File: config.mk
export PLATFORM = sky130hd
export DESIGN_NAME = stpc_timer
export DESIGN_NICKNAME = d
export VERILOG_FILES = /design/src/stpc_pkg.sv /design/src/stpc_counter.sv /design/src/stpc_sync_edge.sv /design/src/stpc_timer.sv
export VERILOG_INCLUDE_DIRS = /design/src
export SDC_FILE = /design/constraint.sdc
export NUM_CORES = 1
export LEC_CHECK = 0
export ABC_AREA = 1
export ABC_CLOCK_PERIOD_IN_PS = 2800
export BUFFER_PORTS_ARGS = -buffer_cell sky130_fd_sc_hd__buf_2
export CORE_UTILIZATION = 61
export CTS_BUF_LIST = sky130_fd_sc_hd__clkbuf_8
export DETAILED_ROUTE_END_ITERATION = 10
export GPL_ROUTABILITY_DRIVEN = 1
export PLACE_DENSITY_LB_ADDON = 0.05
export SETUP_SLACK_MARGIN = 0.5
export SLEW_MARGIN = 0
export SYNTH_ARGS = -nofsm -noshare
export SYNTH_HDL_FRONTEND = slang
export SYNTH_SLANG_ARGS = --single-unit
File: constraint.sdc
create_clock -name clk_i -period 2.8 [get_ports clk_i]
set_input_delay 0.7 -clock clk_i [delete_from_list [all_inputs] [get_ports clk_i]]
set_output_delay 0.7 -clock clk_i [all_outputs]
set_load 0.05 [all_outputs]
File: src/stpc_consts.svh
`ifndef STPC_CONSTS_SVH
`define STPC_CONSTS_SVH

// ----------------------------------------------------------------------
// Register offsets
// ----------------------------------------------------------------------
`define STPC_ADDR_W 3
`define STPC_DATA_W 16
`define STPC_ADDR_CTRL 3'h0
`define STPC_ADDR_CONFIG 3'h1
`define STPC_ADDR_COUNT 3'h2
`define STPC_ADDR_CMPA 3'h3
`define STPC_ADDR_CMPP 3'h4

// ----------------------------------------------------------------------
// Field positions
// ----------------------------------------------------------------------
`define STPC_CTRL_RUN_BIT 0
`define STPC_CFG_MODE_LO 0
`define STPC_CFG_MODE_HI 1
`define STPC_CFG_PIN_LO 2
`define STPC_CFG_PIN_HI 3
`define STPC_CFG_OC_BIT 4
`define STPC_CFG_POL_BIT 5
`define STPC_CFG_CCLR_BIT 6
`define STPC_CFG_DPX_BIT 7

// ----------------------------------------------------------------------
// Codes, reset values and counter limits
// ----------------------------------------------------------------------
`define STPC_MODE_COMPARE 2'h0
`define STPC_MODE_CAPTURE 2'h1
`define STPC_MODE_PULSE 2'h2
`define STPC_MODE_TIMER 2'h3
`define STPC_PIN_RISE 2'h0
`define STPC_PIN_FALL 2'h1
`define STPC_PIN_BOTH 2'h2
`define STPC_PIN_SINGLE 2'h3
`define STPC_CNT_W 10
`define STPC_CNT_MAX 10'h3ff
`define STPC_CFG_RESET 8'h00
`define STPC_CMP_RESET 10'h000

`endif

File: src/stpc_pkg.sv
`include "stpc_consts.svh"

package stpc_pkg;

  typedef enum logic [1:0] {
    STPC_COMPARE = `STPC_MODE_COMPARE,
    STPC_CAPTURE = `STPC_MODE_CAPTURE,
    STPC_PULSE = `STPC_MODE_PULSE,
    STPC_TIMER = `STPC_MODE_TIMER
  } stpc_mode_t;

  typedef logic [`STPC_CNT_W-1:0] stpc_count_t;

endpackage : stpc_pkg

File: src/stpc_counter.sv
`timescale 1ns/1ps

module stpc_counter #(
  parameter int CNT_W = 10
) (
  // Clock and reset
  input wire logic clk_i,
  input wire logic rst_n_i,
  // Control
  input wire logic clr_i,
  input wire logic inc_i,
  // Count
  output logic [CNT_W-1:0] cnt_o
);

  logic [CNT_W-1:0] cnt_ff;

  // Clear wins over increment; the count wraps at its maximum.
  always_ff @(posedge clk_i or negedge rst_n_i) begin
    if (!rst_n_i) begin
      cnt_ff <= '0;
    end else if (clr_i) begin
      cnt_ff <= '0;
    end else if (inc_i) begin
      cnt_ff <= cnt_ff + 1'b1;
    end
  end

  assign cnt_o = cnt_ff;

endmodule : stpc_counter

File: src/stpc_sync_edge.sv
`timescale 1ns/1ps

module stpc_sync_edge (
  // Clock and reset
  input wire logic clk_i,
  input wire logic rst_n_i,
  // Pin and edge pulses
  input wire logic pin_i,
  output logic rise_o,
  output logic fall_o
);

  logic meta_ff;
  logic sync_ff;
  logic last_ff;

  always_ff @(posedge clk_i or negedge rst_n_i) begin
    if (!rst_n_i) begin
      meta_ff <= 1'b0;
      sync_ff <= 1'b0;
      last_ff <= 1'b0;
    end else begin
      meta_ff <= pin_i;
      sync_ff <= meta_ff;
      last_ff <= sync_ff;
    end
  end

  assign rise_o = sync_ff & ~last_ff;
  assign fall_o = ~sync_ff & last_ff;

endmodule : stpc_sync_edge

File: src/stpc_timer.sv
// Functional notes
// - A rising run-enable starts the pulse leading edge.
// - Trigger pin rising edge sets run-enable in single pulse mode.
// - Counter start and leading edge happen on the same edge.
// - Software clearing run-enable makes the trailing edge.
// - Compare A match clears run-enable and ends the pulse.
// - Compare A match in single pulse raises the A interrupt.
// - Counter clears when run-enable rises and on a compare P match in capture mode.
// - Single pulse ignores compare P, clear select and swap bits.
// - Capture mode counter starts on run-enable rise.
// - Selected capture edge copies count to compare A, interrupts.
// - Capture mode counter runs freely until run-enable falls.
// - Compare P match clears counter and raises an interrupt.
// - Compare P of zero lets counter wrap at its maximum.
// - Pin function 11 disables capture; counter keeps running.
// - Capture mode drives no output and ignores output bits.
// - Counter is 10 bits and wraps at 3ff.
//
// Our own choices: the placing of the registers and the plain strobed port.
`timescale 1ns/1ps
`include "stpc_consts.svh"

module stpc_timer
  import stpc_pkg::*;
#(
  parameter int CNT_W = `STPC_CNT_W
) (
  // Clock and reset
  input wire logic clk_i,
  input wire logic rst_n_i,
  // Register port
  input wire logic [`STPC_ADDR_W-1:0] addr_i,
  input wire logic [`STPC_DATA_W-1:0] wdata_i,
  input wire logic wr_i,
  input wire logic rd_i,
  output logic [`STPC_DATA_W-1:0] rdata_o,
  // Pins
  input wire logic external_trigger_pin_i,
  input wire logic capture_input_pin_i,
  output logic timer_out_o,
  output logic timer_out_en_o,
  // Events
  output logic irq_a_o,
  output logic irq_p_o,
  output logic counter_run_enable_o
);

  // --------------------------------------------------------------------
  // Elaboration check
  // --------------------------------------------------------------------
  generate
    if (CNT_W != `STPC_CNT_W) begin : g_bad_width
      $error("stpc_timer supports only the documented counter width");
    end
  endgenerate

  // --------------------------------------------------------------------
  // Declarations
  // --------------------------------------------------------------------
  logic counter_run_enable_ff;
  logic nxt_counter_run_enable;
  logic [7:0] timer_control_second_ff;
  stpc_count_t compare_a_value_ff;
  stpc_count_t compare_p_value_ff;
  logic [`STPC_DATA_W-1:0] rdata_ff;
  logic timer_out_ff;
  logic timer_out_en_ff;
  logic irq_a_ff;
  logic irq_p_ff;
  stpc_count_t cnt;
  logic trig_rise;
  logic cap_rise;
  logic cap_fall;
  stpc_mode_t op_mode;
  logic [1:0] pin_function;
  logic output_initial_level;
  logic output_invert;
  logic pulse_mode;
  logic cap_mode;
  logic start;
  logic sw_run_we;
  logic a_match_sp;
  logic p_match;
  logic cap_take;
  logic cnt_clr;
  logic cnt_inc;

  // --------------------------------------------------------------------
  // Helpers
  // --------------------------------------------------------------------
  function automatic logic is_wr(input logic [`STPC_ADDR_W-1:0] a);
    is_wr = wr_i && (addr_i == a);
  endfunction : is_wr

  function automatic logic edge_hit(input logic [1:0] sel,
                                    input logic rise,
                                    input logic fall);
    case (sel)
      `STPC_PIN_RISE: edge_hit = rise;
      `STPC_PIN_FALL: edge_hit = fall;
      `STPC_PIN_BOTH: edge_hit = rise | fall;
      default: edge_hit = 1'b0;
    endcase
  endfunction : edge_hit

  // --------------------------------------------------------------------
  // Pin synchronisers and counter
  // --------------------------------------------------------------------
  stpc_sync_edge u_trig_sync (
    .clk_i(clk_i),
    .rst_n_i(rst_n_i),
    .pin_i(external_trigger_pin_i),
    .rise_o(trig_rise),
    .fall_o()
  );

  stpc_sync_edge u_cap_sync (
    .clk_i(clk_i),
    .rst_n_i(rst_n_i),
    .pin_i(capture_input_pin_i),
    .rise_o(cap_rise),
    .fall_o(cap_fall)
  );

  stpc_counter #(
    .CNT_W(CNT_W)
  ) u_counter (
    .clk_i(clk_i),
    .rst_n_i(rst_n_i),
    .clr_i(cnt_clr),
    .inc_i(cnt_inc),
    .cnt_o(cnt)
  );

  // --------------------------------------------------------------------
  // Mode decode and events
  // --------------------------------------------------------------------
  assign op_mode = stpc_mode_t'(timer_control_second_ff[
      `STPC_CFG_MODE_HI:`STPC_CFG_MODE_LO]);
  assign pin_function = timer_control_second_ff[
      `STPC_CFG_PIN_HI:`STPC_CFG_PIN_LO];
  assign output_initial_level = timer_control_second_ff[`STPC_CFG_OC_BIT];
  assign output_invert = timer_control_second_ff[`STPC_CFG_POL_BIT];
  assign pulse_mode = (op_mode == STPC_PULSE) &&
                      (pin_function == `STPC_PIN_SINGLE);
  assign cap_mode = (op_mode == STPC_CAPTURE);
  assign sw_run_we = wr_i && (addr_i == `STPC_ADDR_CTRL);
  assign start = nxt_counter_run_enable & ~counter_run_enable_ff;
  // Compare P, clear select and swap are not looked at here.
  assign a_match_sp = pulse_mode && counter_run_enable_ff &&
                      (cnt == compare_a_value_ff);
  // A zero compare P lets the count wrap; the wrap counts as the match.
  assign p_match = (compare_p_value_ff == `STPC_CMP_RESET) ?
                   (cnt == `STPC_CNT_MAX) :
                   (cnt == compare_p_value_ff);
  assign cap_take = cap_mode &&
                    edge_hit(pin_function, cap_rise, cap_fall);
  assign cnt_clr = start ||
                   (cap_mode && counter_run_enable_ff && p_match);
  assign cnt_inc = counter_run_enable_ff;

  // --------------------------------------------------------------------
  // Run enable
  // --------------------------------------------------------------------
  always_comb begin
    if (sw_run_we) begin
      nxt_counter_run_enable = wdata_i[`STPC_CTRL_RUN_BIT];
    end else if (pulse_mode && trig_rise) begin
      nxt_counter_run_enable = 1'b1;
    end else if (a_match_sp) begin
      nxt_counter_run_enable = 1'b0;
    end else begin
      nxt_counter_run_enable = counter_run_enable_ff;
    end
  end

  always_ff @(posedge clk_i or negedge rst_n_i) begin
    if (!rst_n_i) begin
      counter_run_enable_ff <= 1'b0;
    end else begin
      counter_run_enable_ff <= nxt_counter_run_enable;
    end
  end

  // --------------------------------------------------------------------
  // Configuration and compare registers
  // --------------------------------------------------------------------
  always_ff @(posedge clk_i or negedge rst_n_i) begin
    if (!rst_n_i) begin
      timer_control_second_ff <= `STPC_CFG_RESET;
    end else if (is_wr(`STPC_ADDR_CONFIG)) begin
      timer_control_second_ff <= wdata_i[7:0];
    end
  end

  always_ff @(posedge clk_i or negedge rst_n_i) begin
    if (!rst_n_i) begin
      compare_a_value_ff <= `STPC_CMP_RESET;
    end else if (cap_take) begin
      compare_a_value_ff <= cnt;
    end else if (is_wr(`STPC_ADDR_CMPA)) begin
      compare_a_value_ff <= wdata_i[CNT_W-1:0];
    end
  end

  always_ff @(posedge clk_i or negedge rst_n_i) begin
    if (!rst_n_i) begin
      compare_p_value_ff <= `STPC_CMP_RESET;
    end else if (is_wr(`STPC_ADDR_CMPP)) begin
      compare_p_value_ff <= wdata_i[CNT_W-1:0];
    end
  end

  // --------------------------------------------------------------------
  // Timer output and interrupt pulses
  // --------------------------------------------------------------------
  always_ff @(posedge clk_i or negedge rst_n_i) begin
    if (!rst_n_i) begin
      timer_out_ff <= 1'b0;
      timer_out_en_ff <= 1'b0;
    end else if (pulse_mode) begin
      timer_out_ff <= (nxt_counter_run_enable ? output_initial_level :
                       ~output_initial_level) ^ output_invert;
      timer_out_en_ff <= 1'b1;
    end else begin
      timer_out_ff <= 1'b0;
      timer_out_en_ff <= 1'b0;
    end
  end

  always_ff @(posedge clk_i or negedge rst_n_i) begin
    if (!rst_n_i) begin
      irq_a_ff <= 1'b0;
      irq_p_ff <= 1'b0;
    end else begin
      irq_a_ff <= a_match_sp || cap_take;
      irq_p_ff <= cap_mode && counter_run_enable_ff && p_match;
    end
  end

  // --------------------------------------------------------------------
  // Read port
  // --------------------------------------------------------------------
  always_ff @(posedge clk_i or negedge rst_n_i) begin
    if (!rst_n_i) begin
      rdata_ff <= '0;
    end else if (rd_i) begin
      case (addr_i)
        `STPC_ADDR_CTRL:
          rdata_ff <= {15'h0000, counter_run_enable_ff};
        `STPC_ADDR_CONFIG:
          rdata_ff <= {8'h00, timer_control_second_ff};
        `STPC_ADDR_COUNT:
          rdata_ff <= {6'h00, cnt};
        `STPC_ADDR_CMPA:
          rdata_ff <= {6'h00, compare_a_value_ff};
        `STPC_ADDR_CMPP:
          rdata_ff <= {6'h00, compare_p_value_ff};
        default:
          rdata_ff <= '0;
      endcase
    end else begin
      rdata_ff <= '0;
    end
  end

  assign rdata_o = rdata_ff;
  assign timer_out_o = timer_out_ff;
  assign timer_out_en_o = timer_out_en_ff;
  assign irq_a_o = irq_a_ff;
  assign irq_p_o = irq_p_ff;
  assign counter_run_enable_o = counter_run_enable_ff;

  // --------------------------------------------------------------------
  // Assertions
  // --------------------------------------------------------------------
  a_start_clears_cnt: assert property (
    @(posedge clk_i) disable iff (!rst_n_i)
    $rose(counter_run_enable_ff) |-> (cnt == '0))
    else $error("counter not zero after run enable rose");
  a_lead_edge_level: assert property (
    @(posedge clk_i) disable iff (!rst_n_i)
    (pulse_mode && start && !(wr_i && addr_i == `STPC_ADDR_CONFIG)) |=>
      (timer_out_o == (output_initial_level ^ output_invert)) &&
      counter_run_enable_o)
    else $error("leading edge not with counter start");
  a_match_ends_run: assert property (
    @(posedge clk_i) disable iff (!rst_n_i)
    (a_match_sp && !sw_run_we && !trig_rise) |=>
      !counter_run_enable_ff ##1 !counter_run_enable_ff || $past(trig_rise) ||
      $past(sw_run_we))
    else $error("compare A match did not end the pulse");
  a_match_irq: assert property (
    @(posedge clk_i) disable iff (!rst_n_i)
    a_match_sp |=> irq_a_o ##1 (!irq_a_o || $past(a_match_sp || cap_take)))
    else $error("compare A match raised no interrupt");
  a_trig_start: assert property (
    @(posedge clk_i) disable iff (!rst_n_i)
    (pulse_mode && trig_rise && !counter_run_enable_ff && !sw_run_we) |=>
      counter_run_enable_ff && (cnt == '0))
    else $error("trigger pin did not start the pulse");
  a_sw_trail_edge: assert property (
    @(posedge clk_i) disable iff (!rst_n_i)
    (pulse_mode && sw_run_we && !wdata_i[`STPC_CTRL_RUN_BIT] &&
     !(wr_i && addr_i == `STPC_ADDR_CONFIG)) |=>
      (timer_out_o == (~output_initial_level ^ output_invert)))
    else $error("software clear did not end the pulse");
  a_cap_latch: assert property (
    @(posedge clk_i) disable iff (!rst_n_i)
    cap_take |=> (compare_a_value_ff == $past(cnt)) && irq_a_o)
    else $error("capture did not latch the count");
  a_cap_disabled: assert property (
    @(posedge clk_i) disable iff (!rst_n_i)
    (cap_mode && pin_function == `STPC_PIN_SINGLE &&
     !(wr_i && addr_i == `STPC_ADDR_CMPA) && counter_run_enable_ff &&
     !p_match && !sw_run_we) |=>
      $stable(compare_a_value_ff) && (cnt == $past(cnt) + 1'b1))
    else $error("capture happened while disabled");
  a_p_match_wrap: assert property (
    @(posedge clk_i) disable iff (!rst_n_i)
    (cap_mode && counter_run_enable_ff && p_match && !sw_run_we) |=>
      (cnt == '0) && irq_p_o)
    else $error("compare P match did not wrap the counter");
  a_cap_no_output: assert property (
    @(posedge clk_i) disable iff (!rst_n_i)
    cap_mode |=> !timer_out_en_o && !timer_out_o)
    else $error("capture mode drove the output");

endmodule : stpc_timer

==> results.yml, run 1 <==
clock_tree:
  cts_hold_buf: 0
  clk_pin_slew_ps: 60
  cts.sinks: 59
  cts_setup_buffers: 0
  htreeDepth: 3
  tritoncts: "done"
  clockBufferDepth: 2
  clkLatencyLatePin_ps: 340
  cts_made_buffers: 9
  root_buffer: "clkbuf_8"
  ctsResizeCount: 0
pwr:
  switching_share_pct: 38.0
  switchingPower_mw: 0.969
  power_frac_seq_pct: 46.1
  power_leakage_nw: 1.79
  powerDensity_nw_per_um2: 728
  internal_power_mw: 1.58
  ir_worst_vdd_mv: 0.534
  clockPowerShare_pct: 24.6
  pwr-share-comb_pct: 29.3
global_routing:
  grt_pass1_vias: 2547
  grt_max_degree: 33
  antenna_found_initial: 0
  grt.overflow.total: 0
  grtUsageTotal_pct: 32.8
  grt_pass1_wl_mm: 12.8
critical_path:
  cp.required_ps: 2100
  rrSetupSlack_ps: 760
  cpPeakStageDelay_ps: 660
  arrival_ps: 1370
  path_class: "register to output pin"
  cp_slowest_cell: "dfrtp_1"
  path_buf_inv: 1
  cp_cell_sequence: "buf_2"
  ff2ff_path_depth: 7
  worstReg2RegStart: "u_cap_sync.last_ff"
  startpoint_type: "register"
  r2r-end: "compare_a_value_ff[0]"
  cp_max_fo: 14
  critPathTopFamily: "flip-flops"
  worstSetupEndpointType: "output pin"
finish:
  n_antenna_cell: 0
  nets: 450
  drive_above_1_share_pct: 15.8
  area_delta_synth_final_pct: 11.6
  finalNonFillerCells: 491
yosys:
  ys_ff_latch: 59
  ys.flop_type: "dfrtp_1"
  synthCells: 386
  yosysSeqAreaShare_pct: 47.1
  syn_area_sq_um: 3130
  async_flop_share_pct: 100
  syn_area_per_cell_sq_um: 8.12
  synth_edf_count: 0
  synth.distinct_cells: 34
  yosys_warnings: 0
floorplanning:
  die_area_sq_um: 5430
  num_rows: 25
  die_x_microns: 73.7
  dieHeight_microns: 73.7
  start_util_pct: 64.6
  core_area_sq_um: 4850
  pin_count: 46
hold_path:
  worstHoldStart: "u_cap_sync.meta_ff"
  hp-class: "register to register"
  holdPathStages: 0
  whs_endpoint: "u_cap_sync.sync_ff"
detailed_routing:
  routed_wirelength_mm: 7.92
  drc_errors: 0
  vias: 2720
  drtAntennaViolNets: 0
  wl_per_cell_microns: 16.1
  dr.pass1.iters: 5
  vias_per_cell: 5.54
  drt_iter0_drc: 262
placed_design:
  dp.cells: 478
  dp_hpwl_mm: 5.78
  place_congestion: 0.940
  io_buffers: 33
sta:
  slew_viol_final: 0
  hold_ws_ps: 349
  max_freq_mhz: 484
  setup_violations: 0
  rsz0062_at_grt: "no"
  period_share_pct: 73.8
  slew_headroom_pct: 46.4
  worst_slew_pin_slew_ps: 800
  final-hold-violation-count: 0
  fin_skew_ps: 6.41
  setup_tns_ps: 0
  layout_min_cycle_time_ps: 2070
outcome:
  status: "finished clean"
run:
  maxCapViolCount: 0
==> placed cells by master (no fill, tap or decap), types with 4 or more instances in the layout <==
cell	n
nand2_1	74
inv_1	63
dfrtp_1	59
nand3_1	40
buf_2	33
nor2_1	32
o21ai_0	25
o221ai_1	11
clkbuf_8	10
a221oi_1	9
o22ai_1	9
nor2_2	7
xor2_1	7
conb_1	6
nand2_2	5
xnor2_1	4
nand4_1	4
buf_4	4
==> stage by stage <==
stage          area [sq um]  setup slack (ps)  util (%)  power, mW
6_report               3500               733      72.2       2.55
3_5_place_dp           3350               712      69.1       1.92
2_1_floorplan          3150              1070         -       1.70
4_1_cts                3500               740      72.2       2.54
5_1_grt                3500               637      72.2       2.70
3_3_place_gp           3350               783      69.1       1.90
==> synth_stat cells, types with 2 or more instances <==
master    number  area [sq um]
nand2_2        5          31.3
nor3_2         2          20.0
o21bai_1       2          15.0
a221oi_1       9          78.8
nor2_2         7          43.8
clkinv_1       2          7.51
o221ai_1      11          96.3
inv_1         60           225
nand3_1       40           200
xor2_1         7          61.3
nor2_1        32           120
nand2_1       74           278
dfrtp_1       59          1480
xnor2_1        4          35.0
o22ai_1        9          56.3
ha_1           3          37.5
mux2_2         2          22.5
buf_2          3          15.0
nand4_1        4          25.0
o21ai_0       25           125
a21oi_1        3          15.0
buf_4          6          45.0
clkbuf_1       6          22.5
==> metal layers <==
| layer | vias to the layer above | share of wire (%) | global-route usage [%] |
|---|---|---|---|
| li1 | 1318 | - | - |
| met2 | 142 | 45 | 48.5 |
| met5 | - | 0 | 0 |
| met1 | 1237 | 43 | 45.2 |
| met3 | 23 | 9.4 | 8.92 |
| met4 | 0 | 2.9 | 13.7 |
==> final cells by class <==
class | instances | area, sq um
clock buffers | 10 | 138
clock inverters | 3 | 11.3
fillers | 375 | 1350
inverters | 63 | 236
multi-input cells | 251 | 1340
flip-flops and latches | 59 | 1480
well taps | 67 | 83.8
repair buffers | 38 | 215
==> sequential cells by signal, summed over array words and instances, names as in the netlist, 8 cells and up <==
signal and count:
rdata_o 10, compare_p_value_ff 10, u_counter.cnt_o 10, timer_control_second_ff 8, compare_a_value_ff 10
==> worst max-delay path by stage <==
stage | startpoint | end | slack, ps | cells past startpoint
after floorplan | addr_i[0] | compare_p_value_ff[6] | 1070 | 7
after global placement | addr_i[2] | timer_control_second_ff[6] | 780 | 7
after detailed placement | addr_i[0] | timer_control_second_ff[7] | 710 | 8
after CTS | counter_run_enable_o | counter_run_enable_o | 740 | 1
after global routing | u_cap_sync.last_ff | compare_a_value_ff[1] | 640 | 7
final | counter_run_enable_o | counter_run_enable_o | 730 | 1
==> cell families after synthesis <==
family | after synthesis | synth area share [%]
buf+inv | 81 | 10.8
other cells | 1 | 0.120
fa+ha+maj | 3 | 1.20
mux | 2 | 0.719
xor+xnor | 11 | 3.07
simple gates | 168 | 24.2
flops | 59 | 47.1
compound gates | 61 | 12.7
==> power by group through the flow <==
stage                     registers (mW)  clock network (mW)  logic, mW
after global routing                1.19               0.671      0.838
after detailed placement            1.18                   0      0.738
after global placement              1.18                   0      0.720
after CTS                           1.17               0.628      0.741
after floorplan                     1.16                   0      0.538
final                               1.17               0.627      0.748
Power figures use the tool's default switching activity.
==> run 2, diff against run 1 <==
--- a/config.mk
+++ b/config.mk
@@ -6,10 +6,10 @@
 export SDC_FILE = /design/constraint.sdc
 export NUM_CORES = 1
 export LEC_CHECK = 0
-export ABC_AREA = 1
-export ABC_CLOCK_PERIOD_IN_PS = 2800
+export ABC_AREA = 0
+export ABC_CLOCK_PERIOD_IN_PS = 1900
 export BUFFER_PORTS_ARGS = -buffer_cell sky130_fd_sc_hd__buf_2
-export CORE_UTILIZATION = 61
+export CORE_UTILIZATION = 53
 export CTS_BUF_LIST = sky130_fd_sc_hd__clkbuf_8
 export DETAILED_ROUTE_END_ITERATION = 10
 export GPL_ROUTABILITY_DRIVEN = 1
==> constraint.sdc (replaced) <==
create_clock -name clk_i -period 1.9 [get_ports clk_i]
set_input_delay 0.475 -clock clk_i [delete_from_list [all_inputs] [get_ports clk_i]]
set_output_delay 0.475 -clock clk_i [all_outputs]
set_load 0.05 [all_outputs]
==> run 2 against run 1 <==
Against the previous run:
- the flow now finishes with violations (setup timing)
- first-iteration DRC count decreased by 13%
- die area grew 14%
- hold slack got worse by 210 ps
- synthesized area decreased by 0.88%
- sequential share of layout area shrank 8.4 points
==> results.yml, run 2 <==
outcome:
  status: "finished with violations"
  violations: "setup timing"
global_routing:
  grt_max_degree: 60
  grt_pass1_wl_mm: 14.0
  grtUsageTotal_pct: 31.0
  grt.overflow.total: 0
  grt_pass1_vias: 2673
  antenna_found_initial: 0
finish:
  area_delta_synth_final_pct: 40.9
  fin_util_pct: 78.5
  fill_cells: 347
  nets: 420
  drive_above_1_share_pct: 47.4
  mostFrequentLayoutCells: "dfrtp_1 (55), buf_4 (54), nor2_1 (33)"
  seqCellArea_sq_um: 1480
  mostFrequentLayoutCell: "dfrtp_1"
  multi_input_area_sq_um: 1880
  n_antenna_cell: 0
  finalNonFillerCells: 469
clock_tree:
  htreeDepth: 3
  tritoncts: "done"
  clk_pin_slew_ps: 70
  clkLatencyLatePin_ps: 340
  root_buffer: "clkbuf_8"
  cts.sinks: 59
  cts_hold_buf: 0
  cts_made_buffers: 9
  clockBufferDepth: 2
sta:
  slew_viol_final: 0
  setup_ws_ps: -56.7
  rsz0062_at_grt: "yes"
  period_share_pct: 103
  setup_violations: 10
  max_freq_mhz: 511
  final-hold-violation-count: 0
  fin_skew_ps: 6.34
  setup_tns_ps: -454
  layout_min_cycle_time_ps: 1960
yosys:
  synth.distinct_cells: 48
  muxShareOfSynthArea_pct: 10.4
  synthCells: 308
  ys_ff_latch: 59
  synth_top_family_by_area: "simple AND/OR/NAND/NOR gates"
  synth_edf_count: 0
  synth_top_area_cell: "dfrtp_1"
  syn_area_sq_um: 3110
  synth_compound_area_share_pct: 12.6
  yosys_warnings: 0
  synth_fa_ha_area_share_pct: 1.21
  synth_area_leaders: "dfrtp_1 (48%), mux2_2 (6.2%), xnor2_1 (5.4%)"
  yosysSeqAreaShare_pct: 47.5
  synth-xor-area-share_pct: 5.92
  yosys.area_share.simple_pct: 16.6
  synth_top_area_share_pct: 47.5
  async_flop_share_pct: 100
  ys_top_cells_by_count: "dfrtp_1 (59), nor2_1 (44), xnor2_1 (19), nand2_1 (18)"
  synth_most_common_cell: "dfrtp_1"
  syn_area_per_cell_sq_um: 10.1
  ys.flop_type: "dfrtp_1"
pwr:
  switchingPower_mw: 1.94
  power_leakage_nw: 2.00
  powerDensity_nw_per_um2: 1150
  power_frac_seq_pct: 38.6
  internal_power_mw: 3.08
  switching_share_pct: 38.7
  pwr-share-comb_pct: 42.1
  ir_worst_vdd_mv: 0.648
  p_total_mw: 5.01
  clockPowerShare_pct: 19.3
detailed_routing:
  vias_per_cell: 5.87
  drc_errors: 0
  dr_wl_met2_mm: 4.25
  wl_met1_mm: 3.71
  vias: 2752
  drtAntennaViolNets: 0
  routed_wirelength_mm: 8.93
  dr.pass1.iters: 5
  highest_layer: "met4"
  drt_iter0_drc: 228
  wl_per_cell_microns: 19.0
  wl_met3_microns: 611
placed_design:
  dp.cells: 436
  io_buffers: 33
  dp_hpwl_mm: 5.61
  post-place-ws_ps: -124
  place_congestion: 0.941
critical_path:
  ff2ff_path_depth: 6
  cp_max_fo: 9
  cpPeakStageDelay_ps: 460
  worstSetupEndpointType: "register"
  cp_slowest_cell: "dfrtp_2"
  cp_cell_sequence: "nor4_4 -> a32oi_2 -> o22a_2 -> a2111oi_4 -> buf_6 -> nor2_1"
  cp.required_ps: 2130
  path_class: "register to register"
  startpoint_type: "register"
  arrival_ps: 2180
floorplanning:
  pin_count: 46
  die_x_microns: 78.6
  die_area_sq_um: 6170
  num_rows: 27
  dieHeight_microns: 78.6
  core_area_sq_um: 5570
  start_util_pct: 55.7
run:
  maxCapViolCount: 0
hold_path:
  hp-class: "input pin to async pin"
## run 2: cell types whose count changed in the layout (fill, tap and decap cells not counted), sizes merged, moves of 13 or more
| cell | before | now |
|---|---|---|
| inv | 64 | 14 |
| o21ai | 26 | 5 |
| mux2i | 0 | 13 |
| nand2 | 80 | 18 |
| xnor2 | 4 | 19 |
| mux2 | 2 | 17 |
| nand3 | 41 | 4 |
| a21oi | 3 | 17 |
| buf | 38 | 86 |
## run 2: critical path, delay by kind of cell, from the launching register on
family / cells / cell delay (ps)
compound gates: 3 / 780
buf+inv: 1 / 190
flops: 1 / 460
simple gates: 2 / 410
## run 2: timing repair
action                                 CTS  global route
gates cloned                             4             0
resized for setup                       50            52
setup endpoints to repair               39            52
endpoints found under the hold margin    0             0
pin swaps                                6            10
setup buffers                            5             8
## run 2: power groups by stage
stage / clock, mW / combinational (mW) / sequential, mW
final: 0.969 / 2.11 / 1.93
after CTS: 0.984 / 1.87 / 1.91
after global placement: 0 / 1.63 / 1.89
after global routing: 1.03 / 2.26 / 1.97
after floorplan: 0 / 1.14 / 1.87
after detailed placement: 0 / 1.66 / 1.90
## run 2: routing by layer
layer | GRT usage [%] | vias up
met5 | 0 | -
met1 | 41.5 | 1316
met4 | 15.6 | 0
met2 | 47.4 | 152
met3 | 6.51 | 46
li1 | - | 1238
## run 2: final timing paths
path                                  startpoint                     to  slack (ps)
max                        compare_p_value_ff[9]     u_counter.cnt_o[2]         -60
min                                      rst_n_i            timer_out_o         140
max reg2reg                compare_p_value_ff[9]     u_counter.cnt_o[2]         -60
min reg2reg                  u_trig_sync.meta_ff    u_trig_sync.sync_ff         350
max in group asynchronous                rst_n_i  compare_p_value_ff[6]        1490
min in group clk_i           capture_input_pin_i     u_cap_sync.meta_ff         240
## run 2: cells by family after synthesis
family / after synthesis
simple gates: 102
flops: 59
compound gates: 55
buf+inv: 37
mux: 30
xor+xnor: 21
fa+ha+maj: 3
other cells: 1
## run 2: area by class of cell
cell class / instances / share of cell area [%]
tap: 72 / 2.06
clock buffer: 9 / 2.83
inverter: 12 / 1.09
sequential: 59 / 33.8
timing repair buffer: 92 / 16.5
multi-input combinational: 218 / 42.8
clock inverter: 7 / 0.857
## run 2: through the flow
| stage | hold WS, ps | area (sq um) |
|---|---|---|
| after floorplan | 179 | 3310 |
| after global placement | 333 | 3710 |
| after detailed placement | 338 | 3710 |
| after CTS | 150 | 4140 |
| after global routing | 154 | 4380 |
| final | 135 | 4380 |
